==> src/design/clock_gate_pkg.sv <==
// package for the sleep-mode clock gating block: offsets, fields, states
// assumes a plain register port with word byte addresses
package clock_gate_pkg;

  localparam logic [11:0] run_clock_gate_1_offset        = 12'h104;
  localparam logic [11:0] sleep_clock_gate_1_offset      = 12'h114;
  localparam logic [11:0] deep_sleep_clock_gate_1_offset = 12'h124;
  localparam logic [11:0] run_clock_config_offset        = 12'h060;
  localparam logic [11:0] irq_status_offset              = 12'h200;
  localparam logic [11:0] irq_mask_offset                = 12'h204;

  localparam int          comparator_zero_gate_bit = 24;
  localparam int          second_counter_gate_bit  = 17;
  localparam int          first_counter_gate_bit   = 16;
  localparam int          auto_clock_gating_bit    = 27;
  localparam int          unit_count               = 3;

  localparam logic [31:0] gate_mask        = 32'h0103_0000;
  localparam logic [31:0] gate_reset       = 32'h0000_0000;
  localparam logic [31:0] config_reset     = 32'h0000_0000;
  localparam logic [31:0] config_mask      = 32'h0800_0000;
  localparam logic [1:0]  irq_reset        = 2'h0;

  localparam int          fault_event_bit  = 0;
  localparam int          change_event_bit = 1;

  typedef enum logic [1:0] {
    state_run,
    state_sleep,
    state_deep_sleep
  } power_state_type;

  typedef struct packed {
    logic [11:0] addr;
    logic [31:0] wdata;
    logic        write;
    logic        read;
  } reg_req_type;

  typedef struct packed {
    logic                  valid;
    logic                  write;
    logic [unit_count-1:0] unit_sel;
  } unit_access_type;

endpackage : clock_gate_pkg

==> src/design/unit_enable_select.sv <==
// picks the gating word for the current power state
// assumes all inputs are from the same clock domain
`timescale 1ns/1ns
`default_nettype none
module unit_enable_select (
  // gating words
  input  wire logic [31:0]                    run_gate_i,
  input  wire logic [31:0]                    sleep_gate_i,
  input  wire logic [31:0]                    deep_gate_i,
  // state
  input  wire clock_gate_pkg::power_state_type state_i,
  input  wire logic                           auto_gating_i,
  // result
  output logic      [31:0]                    gate_o
);
  // without auto gating the run word applies in every state
  wire logic use_sleep = auto_gating_i && (state_i == clock_gate_pkg::state_sleep);
  wire logic use_deep  = auto_gating_i && (state_i == clock_gate_pkg::state_deep_sleep);

  assign gate_o = use_deep  ? deep_gate_i :
                  use_sleep ? sleep_gate_i : run_gate_i;
endmodule : unit_enable_select
`default_nettype wire

==> src/design/unit_fault_check.sv <==
// flags bus accesses to units whose clock is off
// assumes one-cycle access requests on the system clock
`timescale 1ns/1ns
`default_nettype none
module unit_fault_check (
  // access and enables
  input  wire clock_gate_pkg::unit_access_type access_i,
  input  wire logic [clock_gate_pkg::unit_count-1:0] enable_i,
  // result
  output logic                                 fault_o,
  output logic                                 grant_o
);
  wire logic hit_off = |(access_i.unit_sel & ~enable_i);

  assign fault_o = access_i.valid && hit_off;
  assign grant_o = access_i.valid && !hit_off;
endmodule : unit_fault_check
`default_nettype wire

==> src/design/sleep_mode_clock_gating.sv <==
// top of the peripheral clock gating control: registers, selection, faults
// assumes a same-clock register port and same-clock unit access requests
//
// Behaviour
// - each implemented bit enables one unit clock
// - access to unclocked unit answers bus fault
// - sleep gating register resets to zero
// - with auto gating, state picks run, sleep or deep word
// - sleep word used only with auto gating
// - sleep gating register at offset 0x114
// - bits without unit have no effect
`timescale 1ns/1ns
`default_nettype none
module sleep_mode_clock_gating (
  // clock and reset
  input  wire logic                                  clk_i,
  input  wire logic                                  reset_n_i,
  // register port
  input  wire logic [11:0]                           reg_addr_i,
  input  wire logic [31:0]                           reg_wdata_i,
  input  wire logic                                  reg_write_i,
  input  wire logic                                  reg_read_i,
  output logic      [31:0]                           reg_rdata_o,
  // power state
  input  wire clock_gate_pkg::power_state_type       power_state_i,
  // unit accesses
  input  wire logic                                  unit_access_valid_i,
  input  wire logic                                  unit_access_write_i,
  input  wire logic [clock_gate_pkg::unit_count-1:0] unit_access_sel_i,
  output logic                                       unit_fault_o,
  output logic                                       unit_grant_o,
  // unit clock enables
  output logic      [clock_gate_pkg::unit_count-1:0] unit_clock_en_o,
  // interrupt
  output logic                                       irq_o
);
  clock_gate_pkg::reg_req_type     req;
  clock_gate_pkg::unit_access_type access;

  logic [31:0] run_clock_gate_1;
  logic [31:0] sleep_clock_gate_1;
  logic [31:0] deep_sleep_clock_gate_1;
  logic [31:0] run_clock_config;
  logic [1:0]  irq_status;
  logic [1:0]  irq_mask;
  logic [31:0] next_rdata;
  logic [1:0]  next_irq_status;
  logic [clock_gate_pkg::unit_count-1:0] next_unit_en;

  wire logic [31:0] active_gate;
  wire logic        fault;

  assign req.addr  = reg_addr_i;
  assign req.wdata = reg_wdata_i;
  assign req.write = reg_write_i;
  assign req.read  = reg_read_i;

  assign access.valid    = unit_access_valid_i;
  assign access.write    = unit_access_write_i;
  assign access.unit_sel = unit_access_sel_i;

  // address decode
  wire logic hit_run   = req.addr == clock_gate_pkg::run_clock_gate_1_offset;
  wire logic hit_sleep = req.addr == clock_gate_pkg::sleep_clock_gate_1_offset;
  wire logic hit_deep  = req.addr == clock_gate_pkg::deep_sleep_clock_gate_1_offset;
  wire logic hit_cfg   = req.addr == clock_gate_pkg::run_clock_config_offset;
  wire logic hit_stat  = req.addr == clock_gate_pkg::irq_status_offset;
  wire logic hit_mask  = req.addr == clock_gate_pkg::irq_mask_offset;

  // unimplemented positions are never stored, so they read zero
  wire logic [31:0] gated_wdata = req.wdata & clock_gate_pkg::gate_mask;

  wire logic auto_gating = run_clock_config[clock_gate_pkg::auto_clock_gating_bit];

  unit_enable_select u_select (
    .run_gate_i    (run_clock_gate_1),
    .sleep_gate_i  (sleep_clock_gate_1),
    .deep_gate_i   (deep_sleep_clock_gate_1),
    .state_i       (power_state_i),
    .auto_gating_i (auto_gating),
    .gate_o        (active_gate)
  );

  unit_fault_check u_fault (
    .access_i (access),
    .enable_i (unit_clock_en_o),
    .fault_o  (fault),
    .grant_o  (unit_grant_o)
  );

  assign unit_fault_o = fault;

  // unit order: 0 first counter, 1 second counter, 2 comparator
  always_comb begin
    next_unit_en    = '0;
    next_unit_en[0] = active_gate[clock_gate_pkg::first_counter_gate_bit];
    next_unit_en[1] = active_gate[clock_gate_pkg::second_counter_gate_bit];
    next_unit_en[2] = active_gate[clock_gate_pkg::comparator_zero_gate_bit];
  end

  wire logic enables_change = next_unit_en != unit_clock_en_o;

  // set wins over the write-one clear
  always_comb begin
    next_irq_status = irq_status;
    if (req.write && hit_stat) begin
      next_irq_status = irq_status & ~req.wdata[1:0];
    end
    if (fault) begin
      next_irq_status[clock_gate_pkg::fault_event_bit] = 1'b1;
    end
    if (enables_change) begin
      next_irq_status[clock_gate_pkg::change_event_bit] = 1'b1;
    end
  end

  // read mux, unmapped addresses read zero
  always_comb begin
    next_rdata = 32'h0000_0000;
    if (hit_run) begin
      next_rdata = run_clock_gate_1;
    end else if (hit_sleep) begin
      next_rdata = sleep_clock_gate_1;
    end else if (hit_deep) begin
      next_rdata = deep_sleep_clock_gate_1;
    end else if (hit_cfg) begin
      next_rdata = run_clock_config;
    end else if (hit_stat) begin
      next_rdata = {30'h0, irq_status};
    end else if (hit_mask) begin
      next_rdata = {30'h0, irq_mask};
    end
  end

  always_ff @(posedge clk_i or negedge reset_n_i) begin
    if (!reset_n_i) begin
      run_clock_gate_1        <= clock_gate_pkg::gate_reset;
      sleep_clock_gate_1      <= clock_gate_pkg::gate_reset;
      deep_sleep_clock_gate_1 <= clock_gate_pkg::gate_reset;
      run_clock_config        <= clock_gate_pkg::config_reset;
      irq_mask                <= clock_gate_pkg::irq_reset;
    end else if (req.write) begin
      if (hit_run) begin
        run_clock_gate_1 <= gated_wdata;
      end
      if (hit_sleep) begin
        sleep_clock_gate_1 <= gated_wdata;
      end
      if (hit_deep) begin
        deep_sleep_clock_gate_1 <= gated_wdata;
      end
      if (hit_cfg) begin
        run_clock_config <= req.wdata & clock_gate_pkg::config_mask;
      end
      if (hit_mask) begin
        irq_mask <= req.wdata[1:0];
      end
    end
  end

  always_ff @(posedge clk_i or negedge reset_n_i) begin
    if (!reset_n_i) begin
      irq_status      <= clock_gate_pkg::irq_reset;
      reg_rdata_o     <= 32'h0000_0000;
      unit_clock_en_o <= '0;
    end else begin
      irq_status      <= next_irq_status;
      unit_clock_en_o <= next_unit_en;
      if (req.read) begin
        reg_rdata_o <= next_rdata;
      end else begin
        reg_rdata_o <= 32'h0000_0000;
      end
    end
  end

  assign irq_o = |(irq_status & irq_mask);
endmodule : sleep_mode_clock_gating
`default_nettype wire

==> config.mk <==
export PLATFORM = sky130hd
export DESIGN_NAME = sleep_mode_clock_gating
export DESIGN_NICKNAME = d
export VERILOG_FILES = /design/src/design/clock_gate_pkg.sv /design/src/design/unit_enable_select.sv /design/src/design/unit_fault_check.sv /design/src/design/sleep_mode_clock_gating.sv
export SDC_FILE = /design/constraint.sdc
export NUM_CORES = 1
export LEC_CHECK = 0
export BUFFER_PORTS_ARGS = -buffer_cell sky130_fd_sc_hd__buf_4
export CAP_MARGIN = 20
export CORE_ASPECT_RATIO = 0.7
export CORE_UTILIZATION = 25
export DETAILED_ROUTE_END_ITERATION = 10
export GPL_TIMING_DRIVEN = 0
export PLACE_DENSITY = 0.44
export REMOVE_ABC_BUFFERS = 1
export SYNTH_ARGS = -nofsm -noshare
export SYNTH_HDL_FRONTEND = slang
export SYNTH_HIERARCHICAL = 1
export SYNTH_SLANG_ARGS = --single-unit
==> constraint.sdc <==
create_clock -name clk_i -period 2.5 [get_ports clk_i]
set_clock_uncertainty 0.1 [all_clocks]
set_input_delay 0.375 -clock clk_i [delete_from_list [all_inputs] [get_ports clk_i]]
set_output_delay 0.375 -clock clk_i [all_outputs]
set_load 0.01 [all_outputs]
After elaboration in Yosys (flattened, before gate mapping). Index checks and enable logic that the tools add are counted.

Word-level logic and storage cells: 50. Register bits: 49. Bits in latches: 0. Memories: 0. Output and inout bits: 38. Memory bits (writable): 0. Bits in read-only memories: 0. Bits of input ports: 55.

$add $sub $neg: 0. Reduce and logical (&&, ||, !) cells: 15. Muxes and demuxes: 12. Eq/ne operators: 9. Bitwise operators: 5. Div/mod/pow operators: 0. Multiply operators: 0. Shift operators: 0. $lt $le $gt $ge: 0.

Operators with widths (count): two-way mux 28 bit (4); two-way mux 25 bit (2); equality test 12 x 9 -> 1 bit (second input constant) (3); two-way mux 32 bit (1); equality test 12 x 10 -> 1 bit (second input constant) (2); equality test 12 x 7 -> 1 bit (second input constant) (1); AND reduction 2 bit (5); two-way mux 2 bit (3); logical AND 1 bit (5); AND 2 bit (2); nonzero test 2 bit (2); AND 3 bit (1); != test 3 bit (1); inverter 3 bit (1); OR reduction 3 bit (1); equality test 2 x 1 -> 1 bit (second input constant) (1); equality test 2 bit (second input constant) (1); two-way mux 1 bit (2); inverter 2 bit (1); OR reduction 2 bit (1); zero test 1 bit (1).

Longest topological paths before layout.
Depth in word-level cells: 8. Gate-level depth with buffers: 7. Gate-level depth less buffers: 5.

Cells and area by module. Netlist, hierarchy kept.

Modules (own cells, without submodules): unit_enable_select (cells each 221, area each 1467.7 µm², times used 1, seq. area each 0.0 µm²); sleep_mode_clock_gating (cells each 109, area each 1298.7 µm², times used 1, seq. area each 575.6 µm²); unit_fault_check (cells each 5, area each 42.5 µm², times used 1, seq. area each 0.0 µm²).

Least setup slack after synthesis. Ideal clock, no wire load.

Kind: input-to-reg. From: input reg_addr_i[8]. To: register run_clock_config[27]. Arrival: 1478 ps. Stages: 3. Library setup time: 127 ps. Path buffers: 0. Path slack: 794 ps. Required time: 2273 ps. Cells stage by stage: or4_4 and4bb_1 mux2_1.

Word-level cells in the longest chain between the ends: 2.

Ends and longest elaborated chain: start: declaration (RTL line sleep_mode_clock_gating.sv:19) `input wire logic [11:0] reg_addr_i,`; equality test 12 x 7 -> 1 bit (RTL line sleep_mode_clock_gating.sv:66) `wire logic hit_cfg = req.addr == clock_gate_pkg::run_clock_config_offset;`; AND reduction 2 bit (no line); end signal: assignment (RTL line sleep_mode_clock_gating.sv:140) `run_clock_config <= clock_gate_pkg::config_reset;`; end signal: assignment (RTL line sleep_mode_clock_gating.sv:153) `run_clock_config <= req.wdata & clock_gate_pkg::config_mask;`; end: declaration (RTL line sleep_mode_clock_gating.sv:43) `logic [31:0] run_clock_config;`.

Every way passes these cells. A chain may end at the register's enable or synchronous reset.

Worst setup path in the final report.
From: register unit_clock_en_o[0] (netlist name). To: output unit_fault_o.

Word-level cells in the longest chain between the ends: 4.

Ends and longest elaborated chain: start: declaration (RTL line sleep_mode_clock_gating.sv:33) `output logic [clock_gate_pkg::unit_count-1:0] unit_clock_en_o,`; start signal: assignment (RTL line sleep_mode_clock_gating.sv:168) `unit_clock_en_o <= next_unit_en;`; inverter 3 bit (RTL line unit_fault_check.sv:13) `wire logic hit_off = |(access_i.unit_sel & ~enable_i);`; AND 3 bit (RTL line unit_fault_check.sv:13); OR reduction 3 bit (RTL line unit_fault_check.sv:13); logical AND 1 bit (RTL line unit_fault_check.sv:15) `assign fault_o = access_i.valid && hit_off;`; end: declaration (RTL line sleep_mode_clock_gating.sv:30) `output logic unit_fault_o,`.

Every way passes these cells.

==> summary.txt <==
Status
  • Outcome: finished with violations
  • Failing checks: DRC

Setup path
  • Crit path launch type: flop
  • Critical path's largest stage delay: 0.41 ns
  • Worst-path maximum fanout: 3
  • Signal arrival time at the worst endpoint: 1.26 ns
  • Sort of element at the end of the critical path: output port
  • Worst path top cell family by delay: flip-flops
  • Cell-by-cell trace of the critical path: nor2b_1 -> o31a_1 -> buf_4
  • Crit path kind: flop to output port
  • Cell with the largest stage delay on the worst path: dfrtp_1
  • Count of buffer and inverter cells on the critical path: 1
  • Endpoint required time on the critical path: 2.03 ns

CTS
  • Number of levels in the clock H-tree: 1
  • Clock buffers created by TritonCTS: 3
  • Source-to-sink clock delay at the later pin of the worst-skew pair: 0.26 ns
  • Resized Gates After CTS: 0
  • Post-CTS Setup Inserts: 0
  • Maximum buffer depth of the clock tree: 2
  • Root buffer selected by CTS: clkbuf_8
  • CTS tree: built
  • Hold Buf Count CTS: 1
  • Clock-pin slew on the worst setup and hold paths: 0.08 ns
  • Number of clock sinks seen by CTS: 23

Drt
  • Uppermost metal layer occupied by signal nets: met3
  • Length of routed wiring on met1: 1.698 mm
  • Total met2 wirelength after detailed routing: 1.292 mm
  • Detailed-route wire length: 3.259 mm
  • Number of design-rule violations left by the first detailed-router iteration: 39
  • Per-cell routed wire length: 12.78 um
  • Detailed-routed wire length on met3: 269 um
  • Via Count: 1120
  • Via-per-instance ratio: 4.392
  • Antenna violation net count after detailed routing: 0
  • Total DRC errors in the routed layout: 7
  • Number of iterations in the first detailed-routing pass: 10

Synthesis
  • Avg Inst Size Synth: 10.54 sq um
  • Cell count after synthesis: 154
  • Total standard cell area after synthesis: 1623 sq um
  • Synth warnings: 6

Final layout
  • P&R area growth vs syn: 12.57%
  • Finished Core Util: 29.25%
  • Antenna cell count: 0
  • Number of nets at the end of the flow: 233
  • Fraction of final layout cells sized beyond drive strength 1: 37.85%
  • Fill count: 660

Timing
  • Tcrit/Tclk final: 69.23%
  • Pin slew with the least headroom to its limit: 0.5113 ns
  • Unrepaired setup endpoints after global routing: false
  • Post-layout min period: 1.731 ns
  • Setup TNS: 0 ns
  • Highest attainable clock frequency: 577.8 MHz
  • Slew Limit Fails: 0
  • Final hold violation count: 0
  • Normalized max-slew margin: 65.65%
  • Final setup fails: 0

Power and ir drop
  • Power consumption: 720.1 uW
  • P_leak: 0.0008469 uW
  • Maximum VDD drop: 0.0001920 V
  • Power per Cell Area: 394.2 nW/um^2

Place
  • GP Congestion: 0.7096
  • Number of port buffers: 39
  • HPWL after DPL: 2.647 mm

GRT
  • Overall routing resource usage: 9.935%
  • Wire length of the first global-routing pass: 5.313 mm
  • Aggregate global routing overflow: 0
  • Antenna violations before repair: 0
  • Vias in the first global route: 1049
  • Largest net degree at the start of global routing: 24

Floorplan
  • DIE AREA: 6823 sq um
  • Site Rows: 24
  • Count of pins on the block boundary: 93
  • Core area: 6246 sq um
  • Effective utilization at floorplan: 25.98%
  • Overall die height: 69.41 um
  • Overall die width: 98.30 um

Flow run
  • Maximum Capacitance Violations: 0

Worst hold path
  • Min-delay worst type: input port to flop
per-layer routing:
layer	vias to the layer above	GRT usage, %
met5	-	0
met4	0	1.493
met3	0	3.831
met2	46	13.38
met1	542	15.00
li1	532	-
flip-flops by register name (all words and copies together), names as in the netlist:
register and flops:
reg_rdata_o 6, deep_sleep_clock_gate_1 3, run_clock_gate_1 3, sleep_clock_gate_1 3, unit_clock_en_o 3, irq_mask 2
irq_status 2, run_clock_config 1
area by class of cell:
type	instances	area, sq um	area share (%)
Clock buffer	4	45.04	2.466
Timing Repair Buffer	40	302.8	16.58
Inverter	1	3.754	0.2055
Tap cell	78	97.59	5.342
Sequential cell	23	575.6	31.51
Multi-Input combinational cell	109	802.0	43.90
per-stage QoR:
step / area (sq um) / hold slack, ns / setup WS, ns / instances
floorplan: 1381 / -0.02059 / 0.7945 / 133
detailed placement: 1772 / 0.1909 / 0.6211 / 250
CTS: 1827 / 0.2413 / 0.7493 / 255
global placement: 1772 / 0.1933 / 0.6296 / 250
finish: 1827 / 0.2495 / 0.7694 / 255
global route: 1827 / 0.2377 / 0.6773 / 255
worst reg2reg max path, stage by stage (launching register included):
cell	delay, ns
dfrtp_1	0.50
inv_1	0.12
o32ai_1	0.34
nor3_1	0.14
xnor2_1	0.15
nand4_1	0.10
power by group:
part / internal (uW) / switching (uW) / total (uW)
combinational: 51.3 / 65.6 / 117
clock: 114 / 115 / 228
sequential: 373 / 1.81 / 375
placed cells by master (no fill, tap or decap), drive strengths merged, types with 5 or more instances in the layout:
| cell | count |
|---|---|
| nor2b | 5 |
| nor4b | 5 |
| nor2 | 9 |
| conb | 26 |
| dfrtp | 23 |
| nor3 | 6 |
| mux2 | 15 |
| buf | 39 |
| nand4 | 5 |
final timing paths:
check / depth (start not counted) / start / endpoint / slack (ns)
worst min-delay path: 2 / reg_wdata_i[27] / run_clock_config[27] / 0.25
min in group asynchronous: 2 / reset_n_i / irq_mask[0] / 0.44
worst min register to register: 1 / irq_mask[1] / irq_mask[1] / 0.44
worst max register to register: 5 / run_clock_config[27] / irq_status[1] / 0.93
worst max-delay path: 3 / unit_clock_en_o[0] / unit_fault_o / 0.77
max in group asynchronous: 2 / reset_n_i / run_clock_config[27] / 1.63
Note: power is estimated with default switching activity, not from simulation.
